`src/include/zcd_pkg.sv`:
```
package zcd_pkg;
   // byte addresses of the block's registers
   localparam logic [7:0] ADDR_CTRL = 8'h00;
   localparam logic [7:0] ADDR_STATUS = 8'h04;
   localparam logic [7:0] ADDR_IRQ_ENABLE = 8'h08;
   localparam logic [7:0] ADDR_IRQ_CLEAR = 8'h0c;
   localparam logic [7:0] ADDR_IRQ_GLOBAL = 8'h10;
   // control register fields
   localparam int CTRL_SOFTWARE_ENABLE_BIT = 7;
   localparam int CTRL_INVERT_SELECT_BIT = 4;
   localparam int CTRL_RISE_IRQ_ENABLE_BIT = 1;
   localparam int CTRL_FALL_IRQ_ENABLE_BIT = 0;
   // status register fields
   localparam int STATUS_OUT_BIT = 5;
   localparam int STATUS_ACTIVE_BIT = 6;
   // flag and enable layout: bit 0 is the crossing flag
   localparam int FLAG_CROSSING_BIT = 0;
   // global enable register fields
   localparam int GLOBAL_IRQ_ENABLE_BIT = 7;
   localparam int GLOBAL_LOW_PRIO_BIT = 5;
   localparam logic [7:0] CTRL_RESET = 8'h00;
   localparam logic [7:0] GLOBAL_RESET = 8'h00;
   localparam logic [1:0] HTRANS_NONSEQ = 2'h2;

   typedef struct packed {
      logic software_enable;
      logic invert_select;
      logic rise_irq_enable;
      logic fall_irq_enable;
   } zcd_ctrl_t;

   typedef struct packed {
      logic rise;
      logic fall;
      logic invert_change;
   } zcd_events_t;
endpackage : zcd_pkg

```
`src/zcd_sync.sv`:
```
`timescale 1ns/10ps
module zcd_sync (
   input wire logic i_clk_sys,
   input wire logic i_reset_n,
   input wire logic i_ce,
   input wire logic i_async,
   output logic o_sync
);
   logic stage1_reg;
   logic stage2_reg;
   logic stage1_next;
   logic stage2_next;

   // two flops; only the second reads the first
   always_comb begin
      stage1_next = i_async;
      stage2_next = stage1_reg;
   end

   always_ff @(posedge i_clk_sys) begin
      if (!i_reset_n) begin
         stage1_reg <= 1'b0;
         stage2_reg <= 1'b0;
      end else if (i_ce) begin
         stage1_reg <= stage1_next;
         stage2_reg <= stage2_next;
      end
   end

   assign o_sync = stage2_reg;
endmodule : zcd_sync

```
`src/zcd_edge.sv`:
```
`timescale 1ns/10ps
module zcd_edge (
   input wire logic i_clk_sys,
   input wire logic i_reset_n,
   input wire logic i_ce,
   input wire logic i_level,
   output logic o_rise,
   output logic o_fall
);
   logic prev_reg;
   logic prev_next;

   always_comb begin
      prev_next = i_level;
   end

   always_ff @(posedge i_clk_sys) begin
      if (!i_reset_n) begin
         prev_reg <= 1'b0;
      end else if (i_ce) begin
         prev_reg <= prev_next;
      end
   end

   assign o_rise = i_ce & i_level & ~prev_reg;
   assign o_fall = i_ce & ~i_level & prev_reg;
endmodule : zcd_edge

```
`src/zcd_top.sv`:
```
// Functional notes
// without inversion, output high while sink active, low while source active.
// invert select set flips the output: high means source active.
// edge detection works on the polarity-adjusted output.
// rising and falling detectors set the crossing flag when their enable is set.
// rise and fall enables gate their detectors independently.
// irq only when flag, crossing enable and both global enables set; a flag set by an invert change raises irq with no edge enable set.
// a write changing invert select is an edge event, regardless of software enable.
// set wins over a software clear in the same cycle.
// software clears the flag; hardware never clears it.
// polarity-adjusted output exported for other on-chip modules.
// fuse clear means always enabled; fuse set means software enable decides.
// analog sink indication passes a two-stage synchroniser first.
`timescale 1ns/10ps
module zcd_top (
   input wire logic i_clk_sys,
   input wire logic i_reset_n,
   input wire logic i_ce,
   input wire logic i_config_fuse,
   input wire logic i_sink_active,
   input wire logic i_hsel,
   input wire logic [7:0] i_haddr,
   input wire logic [1:0] i_htrans,
   input wire logic i_hwrite,
   input wire logic [2:0] i_hsize,
   input wire logic [31:0] i_hwdata,
   input wire logic i_hready,
   output logic [31:0] o_hrdata,
   output logic o_hreadyout,
   output logic o_hresp,
   output logic o_crossing_out,
   output logic o_detector_active,
   output logic o_irq
);
   logic sink_sync;
   logic active;
   logic logic_out;
   logic rise_det;
   logic fall_det;
   zcd_pkg::zcd_ctrl_t ctrl_reg;
   zcd_pkg::zcd_ctrl_t ctrl_next;
   logic crossing_flag_reg;
   logic crossing_flag_next;
   logic crossing_irq_enable_reg;
   logic crossing_irq_enable_next;
   logic global_irq_enable_reg;
   logic global_irq_enable_next;
   logic low_priority_global_enable_reg;
   logic low_priority_global_enable_next;
   logic wr_pend_reg;
   logic wr_pend_next;
   logic [7:0] wr_addr_reg;
   logic [7:0] wr_addr_next;
   logic [31:0] rdata_reg;
   logic [31:0] rdata_next;
   logic out_reg;
   logic out_next;
   logic addr_phase;
   logic wr_ctrl;
   logic wr_clear;
   logic inv_change;
   zcd_pkg::zcd_events_t ev;

   zcd_sync u_sync (
      .i_clk_sys(i_clk_sys),
      .i_reset_n(i_reset_n),
      .i_ce(i_ce),
      .i_async(i_sink_active),
      .o_sync(sink_sync)
   );

   // fuse clear forces the detector on
   assign active = ~i_config_fuse | ctrl_reg.software_enable;
   // sink active gives high unless inverted; idle detector reads low
   assign logic_out = active & (sink_sync ^ ctrl_reg.invert_select);

   zcd_edge u_edge (
      .i_clk_sys(i_clk_sys),
      .i_reset_n(i_reset_n),
      .i_ce(i_ce),
      .i_level(logic_out),
      .o_rise(rise_det),
      .o_fall(fall_det)
   );

   assign addr_phase = i_hsel & i_hready & (i_htrans == zcd_pkg::HTRANS_NONSEQ);
   assign wr_ctrl = wr_pend_reg & (wr_addr_reg == zcd_pkg::ADDR_CTRL);
   assign wr_clear = wr_pend_reg & (wr_addr_reg == zcd_pkg::ADDR_IRQ_CLEAR)
      & i_hwdata[zcd_pkg::FLAG_CROSSING_BIT];
   assign inv_change = wr_ctrl
      & (i_hwdata[zcd_pkg::CTRL_INVERT_SELECT_BIT] != ctrl_reg.invert_select);

   always_comb begin
      ev.rise = rise_det & ctrl_reg.rise_irq_enable;
      ev.fall = fall_det & ctrl_reg.fall_irq_enable;
      ev.invert_change = inv_change;
   end

   always_comb begin
      ctrl_next = ctrl_reg;
      crossing_irq_enable_next = crossing_irq_enable_reg;
      global_irq_enable_next = global_irq_enable_reg;
      low_priority_global_enable_next = low_priority_global_enable_reg;
      wr_pend_next = addr_phase & i_hwrite;
      wr_addr_next = addr_phase ? i_haddr : wr_addr_reg;
      rdata_next = rdata_reg;
      out_next = logic_out;
      if (wr_ctrl) begin
         ctrl_next.software_enable = i_hwdata[zcd_pkg::CTRL_SOFTWARE_ENABLE_BIT];
         ctrl_next.invert_select = i_hwdata[zcd_pkg::CTRL_INVERT_SELECT_BIT];
         ctrl_next.rise_irq_enable = i_hwdata[zcd_pkg::CTRL_RISE_IRQ_ENABLE_BIT];
         ctrl_next.fall_irq_enable = i_hwdata[zcd_pkg::CTRL_FALL_IRQ_ENABLE_BIT];
      end
      if (wr_pend_reg && wr_addr_reg == zcd_pkg::ADDR_IRQ_ENABLE) begin
         crossing_irq_enable_next = i_hwdata[zcd_pkg::FLAG_CROSSING_BIT];
      end
      if (wr_pend_reg && wr_addr_reg == zcd_pkg::ADDR_IRQ_GLOBAL) begin
         global_irq_enable_next = i_hwdata[zcd_pkg::GLOBAL_IRQ_ENABLE_BIT];
         low_priority_global_enable_next = i_hwdata[zcd_pkg::GLOBAL_LOW_PRIO_BIT];
      end
      // clear first, then set, so a same-cycle event wins
      crossing_flag_next = crossing_flag_reg & ~wr_clear;
      if (ev.rise || ev.fall || ev.invert_change) begin
         crossing_flag_next = 1'b1;
      end
      if (addr_phase && !i_hwrite) begin
         rdata_next = 32'h0000_0000;
         case (i_haddr)
            zcd_pkg::ADDR_CTRL: begin
               rdata_next[zcd_pkg::CTRL_SOFTWARE_ENABLE_BIT] = ctrl_reg.software_enable;
               rdata_next[zcd_pkg::STATUS_OUT_BIT] = logic_out;
               rdata_next[zcd_pkg::CTRL_INVERT_SELECT_BIT] = ctrl_reg.invert_select;
               rdata_next[zcd_pkg::CTRL_RISE_IRQ_ENABLE_BIT] = ctrl_reg.rise_irq_enable;
               rdata_next[zcd_pkg::CTRL_FALL_IRQ_ENABLE_BIT] = ctrl_reg.fall_irq_enable;
            end
            zcd_pkg::ADDR_STATUS: begin
               rdata_next[zcd_pkg::FLAG_CROSSING_BIT] = crossing_flag_reg;
               rdata_next[zcd_pkg::STATUS_OUT_BIT] = logic_out;
               rdata_next[zcd_pkg::STATUS_ACTIVE_BIT] = active;
            end
            zcd_pkg::ADDR_IRQ_ENABLE: begin
               rdata_next[zcd_pkg::FLAG_CROSSING_BIT] = crossing_irq_enable_reg;
            end
            zcd_pkg::ADDR_IRQ_GLOBAL: begin
               rdata_next[zcd_pkg::GLOBAL_IRQ_ENABLE_BIT] = global_irq_enable_reg;
               rdata_next[zcd_pkg::GLOBAL_LOW_PRIO_BIT] = low_priority_global_enable_reg;
            end
            default: begin
               rdata_next = 32'h0000_0000;
            end
         endcase
      end
   end

   always_ff @(posedge i_clk_sys) begin
      if (!i_reset_n) begin
         ctrl_reg <= zcd_pkg::zcd_ctrl_t'(zcd_pkg::CTRL_RESET[3:0]);
         crossing_flag_reg <= 1'b0;
         crossing_irq_enable_reg <= 1'b0;
         global_irq_enable_reg <= zcd_pkg::GLOBAL_RESET[zcd_pkg::GLOBAL_IRQ_ENABLE_BIT];
         low_priority_global_enable_reg <= zcd_pkg::GLOBAL_RESET[zcd_pkg::GLOBAL_LOW_PRIO_BIT];
         wr_pend_reg <= 1'b0;
         wr_addr_reg <= 8'h00;
         rdata_reg <= 32'h0000_0000;
         out_reg <= 1'b0;
      end else if (i_ce) begin
         ctrl_reg <= ctrl_next;
         crossing_flag_reg <= crossing_flag_next;
         crossing_irq_enable_reg <= crossing_irq_enable_next;
         global_irq_enable_reg <= global_irq_enable_next;
         low_priority_global_enable_reg <= low_priority_global_enable_next;
         wr_pend_reg <= wr_pend_next;
         wr_addr_reg <= wr_addr_next;
         rdata_reg <= rdata_next;
         out_reg <= out_next;
      end
   end

   assign o_hrdata = rdata_reg;
   assign o_hreadyout = 1'b1;
   assign o_hresp = 1'b0;
   assign o_crossing_out = out_reg;
   assign o_detector_active = active;
   // edge enables already gate the flag, the rest gate the line
   assign o_irq = crossing_flag_reg & crossing_irq_enable_reg & global_irq_enable_reg
      & low_priority_global_enable_reg;

   // assertions
   output_polarity_a: assert property (@(posedge i_clk_sys) disable iff (!i_reset_n)
      i_ce |=> (o_crossing_out == $past(logic_out)))
      else $error("crossing output does not follow adjusted level");
   polarity_map_a: assert property (@(posedge i_clk_sys) disable iff (!i_reset_n)
      active |-> (logic_out == (sink_sync ^ ctrl_reg.invert_select)))
      else $error("polarity mapping wrong");
   invert_map_a: assert property (@(posedge i_clk_sys) disable iff (!i_reset_n)
      (active && ctrl_reg.invert_select) |-> (logic_out == !sink_sync))
      else $error("inverted mapping wrong");
   rise_sets_a: assert property (@(posedge i_clk_sys) disable iff (!i_reset_n)
      (i_ce && rise_det && ctrl_reg.rise_irq_enable) |=> crossing_flag_reg)
      else $error("rising edge did not set flag");
   fall_gate_a: assert property (@(posedge i_clk_sys) disable iff (!i_reset_n)
      (i_ce && !crossing_flag_reg && !inv_change && !(rise_det && ctrl_reg.rise_irq_enable)
      && !(fall_det && ctrl_reg.fall_irq_enable)) |=> !crossing_flag_reg)
      else $error("flag set without enabled event");
   edge_source_a: assert property (@(posedge i_clk_sys) disable iff (!i_reset_n)
      (i_ce && $changed(logic_out) && logic_out && $past(i_ce)) |-> rise_det)
      else $error("rise not seen on adjusted output");
   invert_event_a: assert property (@(posedge i_clk_sys) disable iff (!i_reset_n)
      (i_ce && inv_change) |=> crossing_flag_reg)
      else $error("invert change did not set flag");
   set_wins_a: assert property (@(posedge i_clk_sys) disable iff (!i_reset_n)
      (i_ce && wr_clear && (ev.rise || ev.fall)) |=> crossing_flag_reg)
      else $error("clear won over set");
   flag_hold_a: assert property (@(posedge i_clk_sys) disable iff (!i_reset_n)
      (crossing_flag_reg && !(i_ce && wr_clear)) |=> crossing_flag_reg)
      else $error("flag dropped without clear");
   irq_gate_a: assert property (@(posedge i_clk_sys) disable iff (!i_reset_n)
      o_irq |-> (crossing_irq_enable_reg && global_irq_enable_reg
      && low_priority_global_enable_reg && crossing_flag_reg))
      else $error("irq without all enables");
   fuse_enable_a: assert property (@(posedge i_clk_sys) disable iff (!i_reset_n)
      !i_config_fuse |-> o_detector_active)
      else $error("detector off with fuse clear");
   sync_delay_a: assert property (@(posedge i_clk_sys) disable iff (!i_reset_n)
      (i_ce && $past(i_ce) && $past(i_ce, 2)) |-> (sink_sync == $past(i_sink_active, 2)))
      else $error("synchroniser depth wrong");

   // further guards on flag, line and level paths
   fall_sets_a: assert property (@(posedge i_clk_sys) disable iff (!i_reset_n)
      (i_ce && fall_det && ctrl_reg.fall_irq_enable) |=> crossing_flag_reg)
      else $error("falling edge did not set flag");
   flag_cause_a: assert property (@(posedge i_clk_sys) disable iff (!i_reset_n)
      $rose(crossing_flag_reg) |-> $past(ev.rise || ev.fall || ev.invert_change))
      else $error("flag rose without an event");
   edge_excl_a: assert property (@(posedge i_clk_sys) disable iff (!i_reset_n)
      rise_det |-> !fall_det)
      else $error("rise and fall in one cycle");
   fall_source_a: assert property (@(posedge i_clk_sys) disable iff (!i_reset_n)
      (i_ce && $changed(logic_out) && !logic_out && $past(i_ce)) |-> fall_det)
      else $error("fall not seen on adjusted output");
   plain_map_a: assert property (@(posedge i_clk_sys) disable iff (!i_reset_n)
      (active && !ctrl_reg.invert_select) |-> (logic_out == sink_sync))
      else $error("plain mapping wrong");
   idle_low_a: assert property (@(posedge i_clk_sys) disable iff (!i_reset_n)
      !active |-> !logic_out)
      else $error("idle detector level not low");
   clear_works_a: assert property (@(posedge i_clk_sys) disable iff (!i_reset_n)
      (i_ce && wr_clear && !ev.rise && !ev.fall && !ev.invert_change) |=> !crossing_flag_reg)
      else $error("clear did not drop flag");
   irq_on_a: assert property (@(posedge i_clk_sys) disable iff (!i_reset_n)
      (crossing_flag_reg && crossing_irq_enable_reg && global_irq_enable_reg
      && low_priority_global_enable_reg) |-> o_irq)
      else $error("irq missing with all enables");
   sen_gate_a: assert property (@(posedge i_clk_sys) disable iff (!i_reset_n)
      i_config_fuse |-> (o_detector_active == ctrl_reg.software_enable))
      else $error("software enable not obeyed");
   idle_out_a: assert property (@(posedge i_clk_sys) disable iff (!i_reset_n)
      (i_ce && !active) |=> !o_crossing_out)
      else $error("exported level high while idle");
   sync_step_a: assert property (@(posedge i_clk_sys) disable iff (!i_reset_n)
      (i_ce && $past(i_ce)) |-> (sink_sync == $past(u_sync.stage1_reg)))
      else $error("second stage skipped");

   clear_cover: cover property (@(posedge i_clk_sys) disable iff (!i_reset_n) wr_clear);
   rise_cover: cover property (@(posedge i_clk_sys) disable iff (!i_reset_n) ev.rise);
   fall_cover: cover property (@(posedge i_clk_sys) disable iff (!i_reset_n) ev.fall);
   inv_cover: cover property (@(posedge i_clk_sys) disable iff (!i_reset_n) inv_change);
   irq_cover: cover property (@(posedge i_clk_sys) disable iff (!i_reset_n) o_irq);
endmodule : zcd_top

```
`config.mk`:
```
export PLATFORM = sky130hd
export DESIGN_NAME = zcd_top
export DESIGN_NICKNAME = d
export VERILOG_FILES = /design/src/include/zcd_pkg.sv /design/src/zcd_sync.sv /design/src/zcd_edge.sv /design/src/zcd_top.sv
export SDC_FILE = /design/constraint.sdc
export NUM_CORES = 1
export LEC_CHECK = 0
export BUFFER_PORTS_ARGS = -buffer_cell sky130_fd_sc_hd__buf_2
export CAP_MARGIN = 30
export CORE_UTILIZATION = 42
export DETAILED_ROUTE_END_ITERATION = 12
export GPL_ROUTABILITY_DRIVEN = 0
export PLACE_DENSITY = 0.83
export RECOVER_POWER = 50
export SLEW_MARGIN = 20
export SYNTH_ARGS = -nofsm -noshare
export SYNTH_HDL_FRONTEND = slang
export SYNTH_SLANG_ARGS = --single-unit
```
`constraint.sdc`:
```
create_clock -name i_clk_sys -period 2 [get_ports i_clk_sys]
set_clock_uncertainty 0.1 [all_clocks]
set_input_delay 0.2 -clock i_clk_sys [delete_from_list [all_inputs] [get_ports i_clk_sys]]
set_output_delay 0.2 -clock i_clk_sys [all_outputs]
set_load 0.01 [all_outputs]
```
==> impl_metrics.py, run 1 <==
metrics = {
    "detailed_routing": {
        "top_layer_used": "met4",
        "drt_iter0_drc": 31,
        "wl_per_cell_um": 11.58,
        "vias": 1131,
        "met1_length_um": 1235,
        "routed_wl_um": 2733,
        "dr_wl_met2_um": 1327,
        "dr_wl_met3_um": 146,
        "drtPass1Iterations": 4,
        "remaining_drc_errors": 0,
        "routed_via_density": 4.792,
        "ant_nets": 0,
    },
    "synthesis": {
        "synth.distinct_cells": 35,
        "synthArstFlopShare": 0,
        "seq_area_frac_synth": 0.3589,
        "yosysTopAreaCellShare": 0.3589,
        "synth_top_area_cell": "dfxtp_1",
        "syn_area_mm2": 0.001450,
        "synthFlopType": "dfxtp_1",
        "synth-edff-count": 0,
        "netlist_instances": 165,
        "synth.avg_cell_area_um2": 8.789,
        "yosys_warnings": 0,
        "synth-seq-cells": 26,
        "synth_area_leaders": "dfxtp_1 (36%), buf_4 (15%), mux2i_1 (7.6%)",
    },
    "placement": {
        "io_buffers": 31,
        "place_area_mm2": 0.001524,
        "hpwl_um": 2091,
    },
    "cts": {
        "clockRootBuffer": "clkbuf_4",
        "clk_pin_slew_ps": 140,
        "cts_buffer_depth": 2,
        "cts_tree": "built",
        "clock_latency_ps": 330,
        "cts-resized-gates": 0,
        "cts_hold_buf": 0,
        "clock_sinks": 26,
        "cts_buffers": 3,
        "postCtsSetupBuffers": 0,
        "cts-htree-levels": 1,
    },
    "worst_setup_path": {
        "cp.buffers_inverters": 0,
        "critPathMaxFanout": 3,
        "critPathSlowestCell": "or3_1",
        "path_cells": "nor4_2, nand3_2, o211a_1, or3_1",
        "startpoint_type": "flip-flop",
        "required_ps": 2130,
        "crit_type": "reg -> reg",
        "arrival_ps": 1760,
        "end_kind": "flip-flop",
        "slowest_delay_ps": 360,
        "critPathTopFamily": "simple AND/OR/NAND/NOR gates",
    },
    "grt": {
        "overflow": 0,
        "grt_pass1_vias": 977,
        "grt_max_degree": 31,
        "antenna_found_initial": 0,
        "grt_pass1_wl_um": 4278,
        "track_usage": 0.1563,
    },
    "hold_path": {
        "hold_class": "in -> reg",
    },
    "timing": {
        "rsz0062_at_grt": "false",
        "tns_ps": 0,
        "hold_viol": 0,
        "slew_viol_final": 0,
        "fmax_mhz": 611.7,
        "fin_crit_ps": 1635,
        "setup_viol": 0,
        "fin_crit_sh": 0.8174,
    },
    "die": {
        "boundaryPins": 90,
        "initial_core_util": 0.4599,
        "rows": 20,
        "core_area_mm2": 0.003153,
        "die_h_um": 60.76,
        "die_area_mm2": 0.003692,
        "die_x_um": 60.76,
    },
    "cells_and_area": {
        "fillCellCount": 331,
        "finalNetCount": 246,
        "drive_gt1_frac": 0.1771,
        "final_area_mm2": 0.001564,
        "areaGrowthSynthToFinish_pct": 7.852,
        "largest_reg_flops": 8,
        "antenna_cells": 0,
    },
    "job": {
        "drv_cap": 0,
    },
    "pwr": {
        "power_per_cell_area_mw_per_mm2": 627.2,
        "irDropWorstVdd_uv": 416.0,
        "power.leakage_uw": 0.0006654,
    },
    "status": {
        "status": "complete, no violations",
    },
}
[final cells by class]
cell class                      instances  area [um2]  area share
Multi-Input combinational cell        128       778.2      0.4976
Clock buffer                            3       22.52     0.01440
Tap cell                               44       55.05     0.03520
Timing Repair Buffer                   32       150.1     0.09600
Clock inverter                          1       30.03     0.01920
Inverter                                2       7.507    0.004800
Sequential cell                        26       520.5      0.3328
[worst min-delay path: cells and delay by family]
kind / cells / cell delay, ps
mux: 1 / 50
simple gates: 1 / 90
buf+inv: 1 / 70
[power breakdown]
part           total, uW  internal (uW)  switching, uW
combinational       98.5           35.2           63.3
clock                356            203            153
sequential           526            523           3.44
total                981            761            220
[final timing paths]
kind | from | endpoint | slack (ps) | depth (start not counted)
worst min register to register | wr_addr_reg[1] | wr_addr_reg[1] | 370 | 2
worst max register to register | wr_addr_reg[7] | crossing_flag_reg | 370 | 4
worst max-delay path | wr_addr_reg[7] | crossing_flag_reg | 370 | 4
worst min-delay path | i_sink_active | u_sync.stage1_reg | 20 | 3
[metal layers]
layer / vias up / track usage
met5: - / 0
met4: 0 / 0.03896
met3: 5 / 0.03838
met2: 33 / 0.2669
met1: 523 / 0.1982
li1: 570 / -
[cells by family after synthesis]
logic type | share of synthesized area
muxes | 0.08370
and+or+nand+nor | 0.2632
buffers and inverters | 0.1717
AOI/OAI and AO/OA | 0.1053
DFF | 0.3589
other | 0.005179
xor gates and xnor gates | 0.01208
[stage by stage]
step,instances,total power [uW],util,setup slack [ps],hold slack (ps)
after floorplan,191,640.5,-,466.3,239.3
after detailed placement,232,635.9,0.4833,361.5,362.1
after CTS,236,990.3,0.5000,354.8,13.62
after global placement,232,635.0,0.4833,392.4,349.8
after global routing,236,1025,0.4960,287.2,10.83
final,236,981.0,0.4960,365.2,18.50
[cells in the mapped netlist (3+ instances only)]
cell / instances
nand3_1: 14
nand2_1: 17
nor2_1: 4
clkbuf_1: 5
buf_4: 29
nor2b_1: 11
a21boi_0: 13
nand3b_1: 3
mux2i_1: 11
dfxtp_1: 26
[placed cells by master (no fill, tap or decap), types with 3 or more instances in the layout]
| cell | n |
|---|---|
| nor2b_1 | 11 |
| nand3_1 | 14 |
| nand3b_1 | 3 |
| a21boi_0 | 13 |
| clkbuf_1 | 8 |
| conb_1 | 28 |
| buf_2 | 24 |
| dfxtp_1 | 26 |
| mux2i_1 | 11 |
| clkbuf_4 | 3 |
| nand2_1 | 17 |
| nor2_1 | 4 |
No activity file was read; power rests on OpenSTA's default activity.
==> inputs of run 2 (changes only) <==
- clock period: 2 -> 1.7 ns (I/O delays scaled with it)
==> run 2 against run 1 <==
Compared with the run above:
- sequential power rose by 18%
- sequential share of layout area shrank 0.58 points
- register-to-register slack worse by 310 ps
- count of clock-buffer cells in the layout unchanged
- die area unchanged
- combinational power is 23% higher
- first-iteration DRC count fell by 48%
- cell area grew 1.8%
- clock power is 20% higher
- total power grew 19%
- via count increased by 2.8%
- critical path depth unchanged
- critical endpoint unchanged
==> impl_metrics.py, run 2 (same netlist as run 1, synthesis figures left out) <==
metrics = {
    "status": {
        "status": "complete, no violations",
    },
    "cts": {
        "clock_latency_ps": 320,
        "postCtsSetupBuffers": 0,
        "cts-htree-levels": 1,
        "cts_tree": "built",
        "cts_buffers": 3,
        "cts_buffer_depth": 2,
        "clockRootBuffer": "clkbuf_4",
        "clk_pin_slew_ps": 140,
        "cts-resized-gates": 0,
        "cts_hold_buf": 2,
        "clock_sinks": 26,
    },
    "grt": {
        "antenna_found_initial": 0,
        "grt-busiest-layer": "met2",
        "use_met3": 0.04051,
        "grt_pass1_wl_um": 4284,
        "track_usage": 0.1553,
        "grt_max_degree": 31,
        "overflow": 0,
        "met2_usage": 0.2669,
        "grt_util_met1": 0.2005,
        "grt_pass1_vias": 1017,
    },
    "detailed_routing": {
        "ant_nets": 0,
        "routed_wl_um": 2735,
        "vias": 1163,
        "wl_per_cell_um": 11.44,
        "drtPass1Iterations": 4,
        "remaining_drc_errors": 0,
        "routed_via_density": 4.866,
        "drt_iter0_drc": 16,
    },
    "timing": {
        "slew_viol_final": 0,
        "tns_ps": 0,
        "fmax_mhz": 606.5,
        "fin_crit_ps": 1649,
        "hold_viol": 0,
        "fin_crit_sh": 0.9699,
        "timing.final.ws_setup_ps": 51.11,
        "setup_viol": 0,
        "rsz0062_at_grt": "false",
    },
    "worst_setup_path": {
        "cp.buffers_inverters": 0,
        "startpoint": "wr_addr_reg[7]",
        "crit_type": "reg -> reg",
        "path_cells": "nor4_2, nand3_2, o211a_1, or3_1",
        "startpoint_type": "flip-flop",
        "critPathMaxFanout": 3,
        "required_ps": 1830,
        "critPathSlowestCell": "dfxtp_1",
        "slowest_delay_ps": 350,
        "r2r-start": "wr_addr_reg[7]",
        "critPathTopFamily": "simple AND/OR/NAND/NOR gates",
        "end_kind": "flip-flop",
        "arrival_ps": 1780,
    },
    "hold_path": {
        "hp-start": "i_haddr[1]",
        "hold_class": "in -> reg",
    },
    "cells_and_area": {
        "antenna_cells": 0,
        "finalNetCount": 249,
        "areaGrowthSynthToFinish_pct": 9.750,
        "largest_reg_flops": 8,
        "final_common_cell": "conb_1",
        "finish.utilization": 0.5048,
        "mostFrequentLayoutCells": "conb_1 (28), dfxtp_1 (26), buf_2 (24)",
        "drive_gt1_frac": 0.1795,
    },
    "pwr": {
        "irDropWorstVdd_uv": 379.1,
        "power_per_cell_area_mw_per_mm2": 733.2,
        "power.leakage_uw": 0.0006786,
    },
    "placement": {
        "io_buffers": 31,
        "pre_cts_slack_ps": 72.83,
        "hpwl_um": 2101,
    },
    "job": {
        "drv_cap": 0,
    },
    "die": {
        "die_area_mm2": 0.003692,
        "die_x_um": 60.76,
        "core_area_mm2": 0.003153,
        "rows": 20,
        "die_h_um": 60.76,
        "initial_core_util": 0.4599,
        "boundaryPins": 90,
    },
}
[run 2: worst register-to-register path: stages (launching register included)]
cell and delay [ps]:
dfxtp_1 350, nor4_2 350, nand3_2 150, o211a_1 240, or3_1 350
[run 2: stage by stage]
stage	power [uW]	instance area [um2]	cells	hold slack, ps
after floorplan	753.6	1548	191	209.3
after global placement	748.8	1531	233	323.7
after detailed placement	750.5	1531	233	342.1
after CTS	1177	1604	239	2.638
after global routing	1214	1592	239	7.770
final	1167	1592	239	3.603
[run 2: per-layer routing]
metal | wire length, um | part of all wire | vias to the layer above
met3 | 144 | 0.053 | 0
met5 | 0 | 0 | -
met1 | 1207 | 0.44 | 551
met2 | 1383 | 0.51 | 37
met4 | 0 | 0 | 0
li1 | - | - | 575
[run 2: worst paths after layout]
kind | end | slack [ps] | cells after the start
worst max-delay path | crossing_flag_reg | 50 | 4
worst min-delay path | wr_addr_reg[1] | 4 | 3
worst max register to register | crossing_flag_reg | 50 | 4
worst min register to register | wr_addr_reg[0] | 370 | 2
[run 2: cell type report]
type	count	area (um2)
clock buffers	3	22.52
repair buffers	35	177.7
clock inverters	1	30.03
multi-input cells	128	778.2
inverters	2	7.507
fillers	329	1562
flip-flops and latches	26	520.5
well taps	44	55.05
[run 2: report_power, final]
| part | internal, uW | switching [uW] |
|---|---|---|
| clock network | 239 | 188 |
| registers | 615 | 3.94 |
| logic | 45.8 | 75.6 |
